File: config.mk
export PLATFORM = sky130hd
export DESIGN_NAME = dff_fetch
export DESIGN_NICKNAME = d
export VERILOG_FILES = /design/src/core/dff_fetch.v /design/src/core/dff_timing.v
export VERILOG_INCLUDE_DIRS = /design/src /design/src/inc
export SDC_FILE = /design/constraint.sdc
export NUM_CORES = 1
export LEC_CHECK = 0
export ABC_AREA = 1
export BUFFER_PORTS_ARGS = -buffer_cell sky130_fd_sc_hd__buf_2
export CELL_PAD_IN_SITES_DETAIL_PLACEMENT = 0
export CELL_PAD_IN_SITES_GLOBAL_PLACEMENT = 1
export CORE_MARGIN = 4
export CORE_UTILIZATION = 40
export CTS_BUF_LIST = sky130_fd_sc_hd__clkbuf_16
export DETAILED_ROUTE_END_ITERATION = 8
export HOLD_SLACK_MARGIN = 0.02
export MAX_ROUTING_LAYER = met4
export PLACE_DENSITY = 0.78
export SETUP_SLACK_MARGIN = 0.15
export SYNTH_ARGS = -nofsm -noshare
export SYNTH_HDL_FRONTEND = slang
export SYNTH_SLANG_ARGS = --single-unit
export TNS_END_PERCENT = 10
File: constraint.sdc
create_clock -name clk_in -period 5.3 [get_ports clk_in]
set_clock_uncertainty 0.05 [all_clocks]
set_input_delay 0.795 -clock clk_in [delete_from_list [all_inputs] [get_ports clk_in]]
set_output_delay 0.795 -clock clk_in [all_outputs]
set_load 0.02 [all_outputs]
File: src/inc/dff_fetch_defs.vh
`ifndef DFF_FETCH_DEFS_VH
`define DFF_FETCH_DEFS_VH
// ==========================================================
// register indices on the plain register port
`define DFF_REG_CTRL 4'h0
`define DFF_REG_FB_ADDR 4'h1
`define DFF_REG_LINE_LEN 4'h2
`define DFF_REG_PITCH 4'h3
`define DFF_REG_WIN_OFS 4'h4
`define DFF_REG_LINE_IRQ 4'h5
`define DFF_REG_STATUS 4'h6
`define DFF_REG_IRQ_STAT 4'h7
`define DFF_REG_IRQ_MASK 4'h8
`define DFF_REG_HTIM 4'h9
`define DFF_REG_VTIM 4'hA
`define DFF_REG_VSW 4'hB
// ==========================================================
// control fields
`define DFF_CTRL_EN 0
`define DFF_CTRL_AXI 1
`define DFF_CTRL_VBL 2
// status fields
`define DFF_ST_VSYNC 0
`define DFF_ST_ACTIVE 1
`define DFF_ST_PEND 2
// interrupt status fields
`define DFF_IRQ_LINE 0
`define DFF_IRQ_VSYNC 1
`define DFF_IRQ_RELOAD 2
`define DFF_IRQ_NUM 3
// ==========================================================
// reset values
`define DFF_RST_CTRL 3'h0
`define DFF_RST_HTIM 32'h0064_0050
`define DFF_RST_VTIM 32'h0014_0010
`define DFF_RST_VSW 16'h0002
// ==========================================================
// burst geometry in bytes
`define DFF_BURST_AHB 16'h0040
`define DFF_BURST_AXI 16'h0080
`define DFF_BOUNDARY 11'h400
`define DFF_WORD_BYTES 16'h0004
`endif

File: src/core/dff_fetch.v
// How it works
// - burst 64 bytes AHB, 128 bytes AXI
// - burst crossing 1 KB becomes singles
// - unaligned line lengths drift into splits
// - line length active data, pitch steps lines
// - only window bytes fetched per line
// - programmable line interrupt position
// - vblank mode reloads settings in vsync
// - status register shows vsync active
// - vsync ends frame, buffers may flip
// - no requests raised in blanking, accepted bursts may finish there
// - addresses increase sequentially within line
//
// Chosen here: the register offsets and strobed register access.
`timescale 1ns/1ps
`default_nettype none
`include "dff_fetch_defs.vh"
module dff_fetch
(
  input wire clk_in,
  input wire resetn_in,
  input wire [3:0] reg_addr_in,
  input wire [31:0] reg_wdata_in,
  input wire reg_wr_in,
  input wire reg_rd_in,
  output reg [31:0] reg_rdata_out,
  output reg mst_req_out,
  output reg [31:0] mst_addr_out,
  output reg [7:0] mst_beats_out,
  input wire mst_ack_in,
  input wire [31:0] mst_rdata_in,
  input wire mst_rvalid_in,
  output reg [31:0] pix_data_out,
  output reg pix_valid_out,
  output reg vsync_out,
  output reg irq_out
);
  localparam ST_IDLE = 2'd0;
  localparam ST_REQ = 2'd1;
  localparam ST_DATA = 2'd2;

  // chunk length limited by what is left in the line
  function [15:0] dff_min;
    input [15:0] a;
    input [15:0] b;
    begin
      dff_min = (a < b) ? a : b;
    end
  endfunction

  // ==========================================================
  // software-visible settings
  reg [2:0] ctrl_q;
  reg [31:0] fb_sh_q, fb_act_q;
  reg [15:0] len_sh_q, len_act_q;
  reg [15:0] pitch_sh_q, pitch_act_q;
  reg [15:0] ofs_sh_q, ofs_act_q;
  reg [15:0] line_irq_q;
  reg [31:0] htim_q, vtim_q;
  reg [15:0] vsw_q;
  reg pend_q;
  reg [`DFF_IRQ_NUM-1:0] irq_st_q, irq_mask_q, irq_ev;
  wire [15:0] hcnt, vcnt;
  wire wr_layer;
  wire vsync_now, vsync_start, line_start, in_active, reload;

  dff_timing u_timing
  (
    .clk_in(clk_in),
    .resetn_in(resetn_in),
    .run_in(ctrl_q[`DFF_CTRL_EN]),
    .htot_in(htim_q[31:16]),
    .vtot_in(vtim_q[31:16]),
    .hcnt_out(hcnt),
    .vcnt_out(vcnt)
  );

  // ==========================================================
  // raster decode
  // vsync closes the frame: lines vtot-vsw .. vtot-1
  assign vsync_now = ctrl_q[`DFF_CTRL_EN] &&
    (vcnt >= vtim_q[31:16] - vsw_q);
  assign vsync_start = vsync_now && (hcnt == 16'h0000) &&
    (vcnt == vtim_q[31:16] - vsw_q);
  assign line_start = ctrl_q[`DFF_CTRL_EN] && (hcnt == 16'h0000);
  assign in_active = ctrl_q[`DFF_CTRL_EN] && (hcnt < htim_q[15:0]) &&
    (vcnt < vtim_q[15:0]);
  assign wr_layer = reg_wr_in && ((reg_addr_in == `DFF_REG_FB_ADDR) ||
    (reg_addr_in == `DFF_REG_LINE_LEN) || (reg_addr_in == `DFF_REG_PITCH) ||
    (reg_addr_in == `DFF_REG_WIN_OFS));
  // immediate mode copies at once, vblank mode waits for vsync
  assign reload = pend_q && (!ctrl_q[`DFF_CTRL_VBL] || vsync_start);

  // ==========================================================
  // register writes and shadow pending flag
  always @(posedge clk_in)
  begin
    if (!resetn_in)
    begin
      ctrl_q <= `DFF_RST_CTRL;
      fb_sh_q <= 32'h0000_0000;
      len_sh_q <= 16'h0000;
      pitch_sh_q <= 16'h0000;
      ofs_sh_q <= 16'h0000;
      line_irq_q <= 16'h0000;
      htim_q <= `DFF_RST_HTIM;
      vtim_q <= `DFF_RST_VTIM;
      vsw_q <= `DFF_RST_VSW;
      irq_mask_q <= {`DFF_IRQ_NUM{1'b0}};
      pend_q <= 1'b0;
    end
    else
    begin
      if (reg_wr_in)
      begin
        case (reg_addr_in)
          `DFF_REG_CTRL: ctrl_q <= reg_wdata_in[2:0];
          `DFF_REG_FB_ADDR: fb_sh_q <= reg_wdata_in;
          `DFF_REG_LINE_LEN: len_sh_q <= reg_wdata_in[15:0];
          `DFF_REG_PITCH: pitch_sh_q <= reg_wdata_in[15:0];
          `DFF_REG_WIN_OFS: ofs_sh_q <= reg_wdata_in[15:0];
          `DFF_REG_LINE_IRQ: line_irq_q <= reg_wdata_in[15:0];
          `DFF_REG_IRQ_MASK: irq_mask_q <= reg_wdata_in[`DFF_IRQ_NUM-1:0];
          `DFF_REG_HTIM: htim_q <= reg_wdata_in;
          `DFF_REG_VTIM: vtim_q <= reg_wdata_in;
          `DFF_REG_VSW: vsw_q <= reg_wdata_in[15:0];
          default: ;
        endcase
      end
      // a fresh write keeps the request pending over the reload
      if (wr_layer)
        pend_q <= 1'b1;
      else if (reload)
        pend_q <= 1'b0;
    end
  end

  // active copies of the layer settings
  always @(posedge clk_in)
  begin
    if (!resetn_in)
    begin
      fb_act_q <= 32'h0000_0000;
      len_act_q <= 16'h0000;
      pitch_act_q <= 16'h0000;
      ofs_act_q <= 16'h0000;
    end
    else if (reload)
    begin
      fb_act_q <= fb_sh_q;
      len_act_q <= len_sh_q;
      pitch_act_q <= pitch_sh_q;
      ofs_act_q <= ofs_sh_q;
    end
  end

  // ==========================================================
  // interrupt events, sticky status cleared by reading it
  always @*
  begin
    irq_ev = {`DFF_IRQ_NUM{1'b0}};
    irq_ev[`DFF_IRQ_LINE] = line_start && (vcnt == line_irq_q);
    irq_ev[`DFF_IRQ_VSYNC] = vsync_start;
    irq_ev[`DFF_IRQ_RELOAD] = reload;
  end

  genvar gi;
  generate
    for (gi = 0; gi < `DFF_IRQ_NUM; gi = gi + 1)
    begin : g_irq
      // set wins over a read-clear in the same cycle
      always @(posedge clk_in)
      begin
        if (!resetn_in)
          irq_st_q[gi] <= 1'b0;
        else if (irq_ev[gi])
          irq_st_q[gi] <= 1'b1;
        else if (reg_rd_in && (reg_addr_in == `DFF_REG_IRQ_STAT))
          irq_st_q[gi] <= 1'b0;
      end
    end
  endgenerate

  // ==========================================================
  // read data one cycle after the strobe, plus level outputs
  always @(posedge clk_in)
  begin
    if (!resetn_in)
    begin
      reg_rdata_out <= 32'h0000_0000;
      irq_out <= 1'b0;
      vsync_out <= 1'b0;
    end
    else
    begin
      irq_out <= |(irq_st_q & irq_mask_q);
      vsync_out <= vsync_now;
      reg_rdata_out <= 32'h0000_0000;
      if (reg_rd_in)
      begin
        case (reg_addr_in)
          `DFF_REG_CTRL: reg_rdata_out <= {29'h0, ctrl_q};
          `DFF_REG_FB_ADDR: reg_rdata_out <= fb_sh_q;
          `DFF_REG_LINE_LEN: reg_rdata_out <= {16'h0000, len_sh_q};
          `DFF_REG_PITCH: reg_rdata_out <= {16'h0000, pitch_sh_q};
          `DFF_REG_WIN_OFS: reg_rdata_out <= {16'h0000, ofs_sh_q};
          `DFF_REG_LINE_IRQ: reg_rdata_out <= {16'h0000, line_irq_q};
          `DFF_REG_STATUS: reg_rdata_out <= {29'h0, pend_q, in_active,
            vsync_now};
          `DFF_REG_IRQ_STAT: reg_rdata_out <= {29'h0, irq_st_q};
          `DFF_REG_IRQ_MASK: reg_rdata_out <= {29'h0, irq_mask_q};
          `DFF_REG_HTIM: reg_rdata_out <= htim_q;
          `DFF_REG_VTIM: reg_rdata_out <= vtim_q;
          `DFF_REG_VSW: reg_rdata_out <= {16'h0000, vsw_q};
          default: reg_rdata_out <= 32'h0000_0000;
        endcase
      end
    end
  end

  // ==========================================================
  // fetch engine
  reg [1:0] state_q;
  reg [31:0] line_base_q, addr_q;
  reg [15:0] remain_q, chunk_q;
  reg [7:0] beats_left_q;
  wire [15:0] burst_bytes, chunk;
  wire [10:0] end_in_kb;
  wire crosses;

  assign burst_bytes = ctrl_q[`DFF_CTRL_AXI] ? `DFF_BURST_AXI :
    `DFF_BURST_AHB;
  assign chunk = dff_min(burst_bytes, remain_q);
  // end of the candidate burst measured inside its 1 KB page
  assign end_in_kb = {1'b0, addr_q[9:0]} + chunk[10:0];
  assign crosses = end_in_kb > `DFF_BOUNDARY;

  always @(posedge clk_in)
  begin
    if (!resetn_in)
    begin
      state_q <= ST_IDLE;
      line_base_q <= 32'h0000_0000;
      addr_q <= 32'h0000_0000;
      remain_q <= 16'h0000;
      chunk_q <= 16'h0000;
      beats_left_q <= 8'h00;
      mst_req_out <= 1'b0;
      mst_addr_out <= 32'h0000_0000;
      mst_beats_out <= 8'h00;
      pix_data_out <= 32'h0000_0000;
      pix_valid_out <= 1'b0;
    end
    else
    begin
      pix_valid_out <= 1'b0;
      // a new active line found with the engine idle restarts the walk at its window start
      if (state_q == ST_IDLE && line_start && vcnt < vtim_q[15:0])
      begin
        if (vcnt == 16'h0000)
        begin
          line_base_q <= fb_act_q;
          addr_q <= fb_act_q + {16'h0000, ofs_act_q};
        end
        else
        begin
          line_base_q <= line_base_q + {16'h0000, pitch_act_q};
          addr_q <= line_base_q + {16'h0000, pitch_act_q} +
            {16'h0000, ofs_act_q};
        end
        remain_q <= len_act_q;
        if (len_act_q != 16'h0000)
          state_q <= ST_REQ;
      end
      else
      begin
        case (state_q)
          ST_IDLE: ;
          ST_REQ:
          begin
            // an accepted request is honoured even as the region ends
            if (mst_req_out && mst_ack_in)
            begin
              mst_req_out <= 1'b0;
              beats_left_q <= mst_beats_out;
              state_q <= ST_DATA;
            end
            else if (!in_active)
            begin
              mst_req_out <= 1'b0;
              state_q <= ST_IDLE;
            end
            else if (!mst_req_out)
            begin
              mst_req_out <= 1'b1;
              mst_addr_out <= addr_q;
              if (crosses)
              begin
                chunk_q <= `DFF_WORD_BYTES;
                mst_beats_out <= 8'h01;
              end
              else
              begin
                chunk_q <= chunk;
                mst_beats_out <= chunk[9:2];
              end
            end
          end
          ST_DATA:
          begin
            if (mst_rvalid_in)
            begin
              pix_data_out <= mst_rdata_in;
              pix_valid_out <= 1'b1;
              beats_left_q <= beats_left_q - 8'h01;
              if (beats_left_q == 8'h01)
              begin
                addr_q <= addr_q + {16'h0000, chunk_q};
                remain_q <= remain_q - chunk_q;
                if (remain_q == chunk_q)
                  state_q <= ST_IDLE;
                else
                  state_q <= ST_REQ;
              end
            end
          end
          default: state_q <= ST_IDLE;
        endcase
      end
    end
  end
endmodule // dff_fetch
`default_nettype wire

File: src/core/dff_timing.v
`timescale 1ns/1ps
`default_nettype none
// ==========================================================
// raster counters: pixel position within line, line within frame
module dff_timing
(
  input wire clk_in,
  input wire resetn_in,
  input wire run_in,
  input wire [15:0] htot_in,
  input wire [15:0] vtot_in,
  output reg [15:0] hcnt_out,
  output reg [15:0] vcnt_out
);
  // free-running raster scan while enabled
  always @(posedge clk_in)
  begin
    if (!resetn_in || !run_in)
    begin
      hcnt_out <= 16'h0000;
      vcnt_out <= 16'h0000;
    end
    else if (hcnt_out >= htot_in - 16'h0001)
    begin
      hcnt_out <= 16'h0000;
      if (vcnt_out >= vtot_in - 16'h0001)
        vcnt_out <= 16'h0000;
      else
        vcnt_out <= vcnt_out + 16'h0001;
    end
    else
      hcnt_out <= hcnt_out + 16'h0001;
  end
endmodule // dff_timing
`default_nettype wire

Word-level counts from Yosys, hierarchy flattened:

Index checks and enable logic that the tools add are counted.

* word-level logic and storage cells: 173
* input port bits: 74
* flip-flop bits (word level): 512

* equal/unequal tests: 24
* bitwise gates (word level): 6
* reduce and logical (&&, ||, !) cells: 54
* magnitude comparators: 7
* add/sub/neg operators: 12
* multiplexer cells: 36

Operators by type and width (count)
* 32-bit case mux with 12 select lines: 1
* 32-bit two-way mux: 6
* 32-bit by 16-bit adder with 32-bit output: 4
* 16-bit two-way mux: 7
* 16-bit == test: 3
* 16-bit greater-or-equal comparator: 3
* 16-bit by 1-bit adder with 16-bit output (second input constant): 2
* 16-bit logical NOT: 2
* 16-bit < comparator: 2
* 8-bit two-way mux: 4
* 16-bit by 1-bit subtractor with 16-bit output (second input constant): 2
* 16-bit subtractor: 2
* 2-bit AND reduction: 12
* 4-bit by 3-bit == test with 1-bit output (second input constant): 4
* 4-bit == test (second input constant): 4
* 8-bit by 16-bit < comparator with 1-bit output: 1
* 8-bit case mux with 2 select lines: 1
* 16-bit nonzero test: 1
* 2-bit nonzero test: 8
* 1-bit logical AND: 13
* 2-bit two-way mux: 6
* 10-bit by 11-bit adder with 11-bit output: 1
* 11-bit greater-than comparator (second input constant): 1
* 1-bit two-way mux: 10
* other kinds (22): 39

Logic depth before layout (Yosys ltp):

* depth in word-level cells: 9
* mapped depth: 29
* mapped depth without buffers: 29

Hierarchy:

From an unflattened synthesis, not the netlist that was laid out.

* cells, all modules: 4059
* area, all modules: 28706.3 µm²

By module, submodules not included
* dff_fetch: cells each 3570, area each 25528.2 µm², instances 1
* dff_timing: cells each 489, area each 3178.0 µm², instances 1

Worst setup path before layout:

No wires, ideal clock.

* path kind: register to register
* start: register vtim_q[16]
* end: register fb_act_q[29]
* stages on the path, launching flop included: 29
* setup slack: 1.192 ns
* arrival time: 3.988 ns
* clock period less this slack: 4.108 ns
* path buffers: 2
* path through: dfxtp_1 > inv_1 > ha_1 > inv_1 > fa_1 > nand3_1 > nand2_1 > nand2_1 > nand2_1 > a21oi_1 > o21ai_0 > a21boi_0 > o21ai_0 > a21oi_1 > nor2_1 > nor2_1 > xor2_1 > ha_1 > nand2_1 > nor2_1 > nand4_1 > or3_1 > nand2_1 > nand2_1 > inv_1 > buf_4 > buf_2 > o21ai_0 > a21oi_1

* longest elaborated chain between the ends: 7

Ends and longest elaborated chain
* start, declared: line dff_fetch.v:59 `reg [31:0] htim_q, vtim_q;`
* start signal, assigned: line dff_fetch.v:107 `` vtim_q <= `DFF_RST_VTIM; ``
* start signal, assigned: line dff_fetch.v:125 `` `DFF_REG_VTIM: vtim_q <= reg_wdata_in; ``
* 16-bit subtractor *: line dff_fetch.v:82, dff_fetch.v:84
* 16-bit greater-or-equal comparator: line dff_fetch.v:82 `(vcnt >= vtim_q[31:16] - vsw_q);`
* 1-bit logical AND: line dff_fetch.v:81 `` assign vsync_now = ctrl_q[`DFF_CTRL_EN] && ``
* 1-bit logical AND: line dff_fetch.v:83 `assign vsync_start = vsync_now && (hcnt == 16'h0000) &&`
* 1-bit logical AND *: line dff_fetch.v:83
* 1-bit logical OR *: line dff_fetch.v:92 `` assign reload = pend_q && (!ctrl_q[`DFF_CTRL_VBL] || vsync_start); ``
* 1-bit logical AND *: line dff_fetch.v:92
* end signal, assigned: line dff_fetch.v:150 `fb_act_q <= fb_sh_q;`
* end, declared: line dff_fetch.v:54 `reg [31:0] fb_sh_q, fb_act_q;`

Mark *: on every way between the ends. The rest lies on a longest branch, timed or not.
A chain may end at the register's enable or synchronous reset.

Final worst setup path:

* start: register vtim_q[16]
* end: register fb_act_q[1]

The elaborated chain is that of the path after synthesis.

==> results.toml <==
[run_status]
outcome = "finished clean"

[synthesis]
synth_ff_type = "dfxtp_1"
ys_ff_latch = 504
synthArstFlopShare_pct = 0
synth-edff-count = 0
yosys_warnings = 0
synth_area_sq_um = 27900
yosys-top-cells-area = "dfxtp_1 36%, a21oi_1 8.9%, o21ai_0 8.4%"
synth.distinct_cells = 59
synth_cells = 3886
ys_seq_area_share_pct = 36.1
avgSynthCellArea_sq_um = 7.19
yosys.area.top_type = "dfxtp_1"
yosysTopAreaCellShare_pct = 36.1

[power_and_ir_drop]
p_per_area_nw_per_um2 = 293
p_leak_uw = 0.0137
pwr-share-clk_pct = 43.7
p_int_uw = 6580
p_sw_uw = 2650
pwr-share-seq_pct = 43.7
peakVddDrop_v = 0.000254
p_sw_share_pct = 28.7
power_frac_comb_pct = 12.6

[drt]
initialDrtViolationCount = 1960
dr.pass1.iters = 6
wl_per_cell_um = 18.9
num_vias = 26239
drc = 0
via_per_inst = 5.29
totalWireLength_mm = 94.0
detail-route-antenna-nets = 0

[cts]
clk_latency_ns = 0.64
cts.clk_slew.worst_paths_ns = 0.07
numCtsBuffers = 58
cts_hold_buffers = 0
cts_tree = "yes"
root_buffer = "clkbuf_16"
clockBufferDepth = 3
cts_max_level = 2
cts_sinks = 504

[layout]
drive_above_1_share_pct = 10.2
finalCoreUtilization_pct = 45.6
stdcell_count = 4962
area_growth_pct = 12.6
layout.nets = 4242

[sta]
finalCriticalPeriod_ns = 4.68
hold_viol = 0
rsz0062_at_grt = "no"
tightest_slew_ns = 1.08
slew_headroom_pct = 27.7
report.final.slew_viol_count = 0
max_clock_freq_mhz = 214
finalSetupTns_ns = 0
setup_viol_count_final = 0
period_share_pct = 88.3

[grt]
grt_pass1_vias = 24717
overflow = 0
grt_max_degree = 129
grt_pass1_wl_mm = 145
grt_antenna_before_repair = 0
grt_use_total_pct = 25.4

[worst_setup_path]
arrival_ns = 5.18
worst_path_most_repeated_cell = "nand2_1"
endpoint = "fb_act_q[1]"
critPathLaunchType = "register"
slowest_delay_ns = 0.49
worst_ep_required_time_ns = 5.80
r2r_start = "vtim_q[16]"
rrSetupSlack_ns = 0.62
r2r_cells = 27
cp_slowest_cell = "or3_1"
reg2reg_to = "fb_act_q[1]"
startpoint = "vtim_q[16]"
cp-end-kind = "register"
crit_type = "reg2reg"
crit_fanout = 64

[floorplan]
initial_core_util_pct = 40.5
die_w_um = 272
die_height_um = 272
rows = 96
io_pins = 182
coreArea_sq_um = 68900
fp.dieArea_sq_um = 74100

[place]
port_buffers = 181
place.gp.congestion = 0.909
dp_hpwl_mm = 70.6
dp.cells = 4853

[hold_path]
hp-start = "reg_wdata_in[26]"
min_path_type = "in2reg"

[run]
drv_cap = 0
worst min-delay path by stage:
stage                                      end  depth (start not counted)
after floorplan           u_timing.hcnt_out[0]                          1
after global placement        pix_data_out[12]                          2
after detailed placement      pix_data_out[12]                          2
after CTS                           vtim_q[26]                          3
after global routing                vtim_q[24]                          3
final                               vtim_q[26]                          3
what timing repair did:
item                       in CTS  in global routing
hold endpoints to repair        0                  0
setup endpoints to repair       0                 65
resized for setup               0                  2
setup buffers                   0                  0
critical path: cells and delay by family (launching register included):
kind	cells	cell delay, ns
compound gates	7	1.22
buf+inv	4	0.57
simple gates	12	1.47
fa+ha+maj	3	0.84
xor+xnor	1	0.08
flops	1	0.31
cells in the final DEF (no fill, tap or decap), drive strengths merged, types with 4 or more instances in the layout:
cell      instances
ha              179
or2              17
nand3           184
bufinv            5
a21oi           501
o22ai            52
a211oi            9
nor2            278
o21bai            8
a21boi            4
o2111ai           6
buf             209
clkinvlp          5
xor2             80
dfxtp           504
o221ai           18
o21ai           474
nor3b             7
a21o              6
o21a              5
o211ai           22
nand4            47
a221oi           13
nand2           615
a31oi            18
fa                6
inv             528
nor3             55
nor4             22
clkbuf           59
xnor2            39
clkinv           36
synth_stat cells (19+ instances only):
cell type and instances:
o21ai_0 466, nor4_1 20, o22ai_1 52, nand3_1 169, nor3_1 47, inv_1 504
nand2_2 19, dfxtp_1 504, nor2_1 254, clkbuf_1 121, nand4_1 47, nand2_1 592
o211ai_1 22, buf_2 34, ha_1 179, xor2_1 80, a21oi_1 497, xnor2_1 39
area by class of cell:
type | instances | area (sq um)
multi-input cells | 2684 | 15100
clock inverters | 49 | 453
diodes | 1 | 2.50
flip-flops and latches | 504 | 10100
repair buffers | 210 | 1170
well taps | 931 | 1160
clock buffers | 58 | 1450
inverters | 525 | 1970
fillers | 7247 | 37500
per-stage QoR:
| stage | hold slack (ns) | power (uW) | setup slack, ns | instance area (sq um) |
|---|---|---|---|---|
| global placement | 0.379 | 5250 | 0.632 | 29500 |
| CTS | 0.327 | 9290 | 0.468 | 31400 |
| detailed placement | 0.383 | 5260 | 0.505 | 29500 |
| floorplan | 0.377 | 4900 | 1.19 | 27900 |
| finish | 0.373 | 9220 | 0.623 | 31400 |
| global route | 0.366 | 9620 | 0.192 | 31400 |
routing by layer:
| layer | GRT usage [%] | vias to the layer above | routed length, um |
|---|---|---|---|
| met3 | 2.55 | 141 | 4260 |
| li1 | - | 13248 | - |
| met1 | 33.3 | 12229 | 42500 |
| met5 | - | - | 0 |
| met4 | 7.83 | 0 | 3380 |
| met2 | 41.6 | 621 | 43900 |
cell families after synthesis:
kind of cell             synth area share, %
multiplexers                          0.0358
AND/OR/NAND/NOR                         19.8
flip-flops                              36.1
AO/OA/AOI/OAI                           22.0
XOR/XNOR                                3.73
other                                 0.0134
adder cells (fa/ha/maj)                 8.45
buffers and inverters                   9.75
state kept, by name (all words and copies together) (netlist names), 32 cells and up:
| signal | flops |
|---|---|
| reg_rdata_out | 32 |
| htim_q | 32 |
| addr_q | 32 |
| vtim_q | 32 |
| pix_data_out | 32 |
| fb_act_q | 32 |
| line_base_q | 32 |
| fb_sh_q | 32 |
| mst_addr_out | 32 |
power groups by stage:
stage | logic, uW | clock network [uW] | registers [uW]
finish | 1160 | 4030 | 4030
global placement | 1150 | 0 | 4110
detailed placement | 1150 | 0 | 4110
CTS | 1160 | 4110 | 4030
floorplan | 768 | 0 | 4130
global route | 1320 | 4260 | 4040
(Power assumes the default switching activity.)
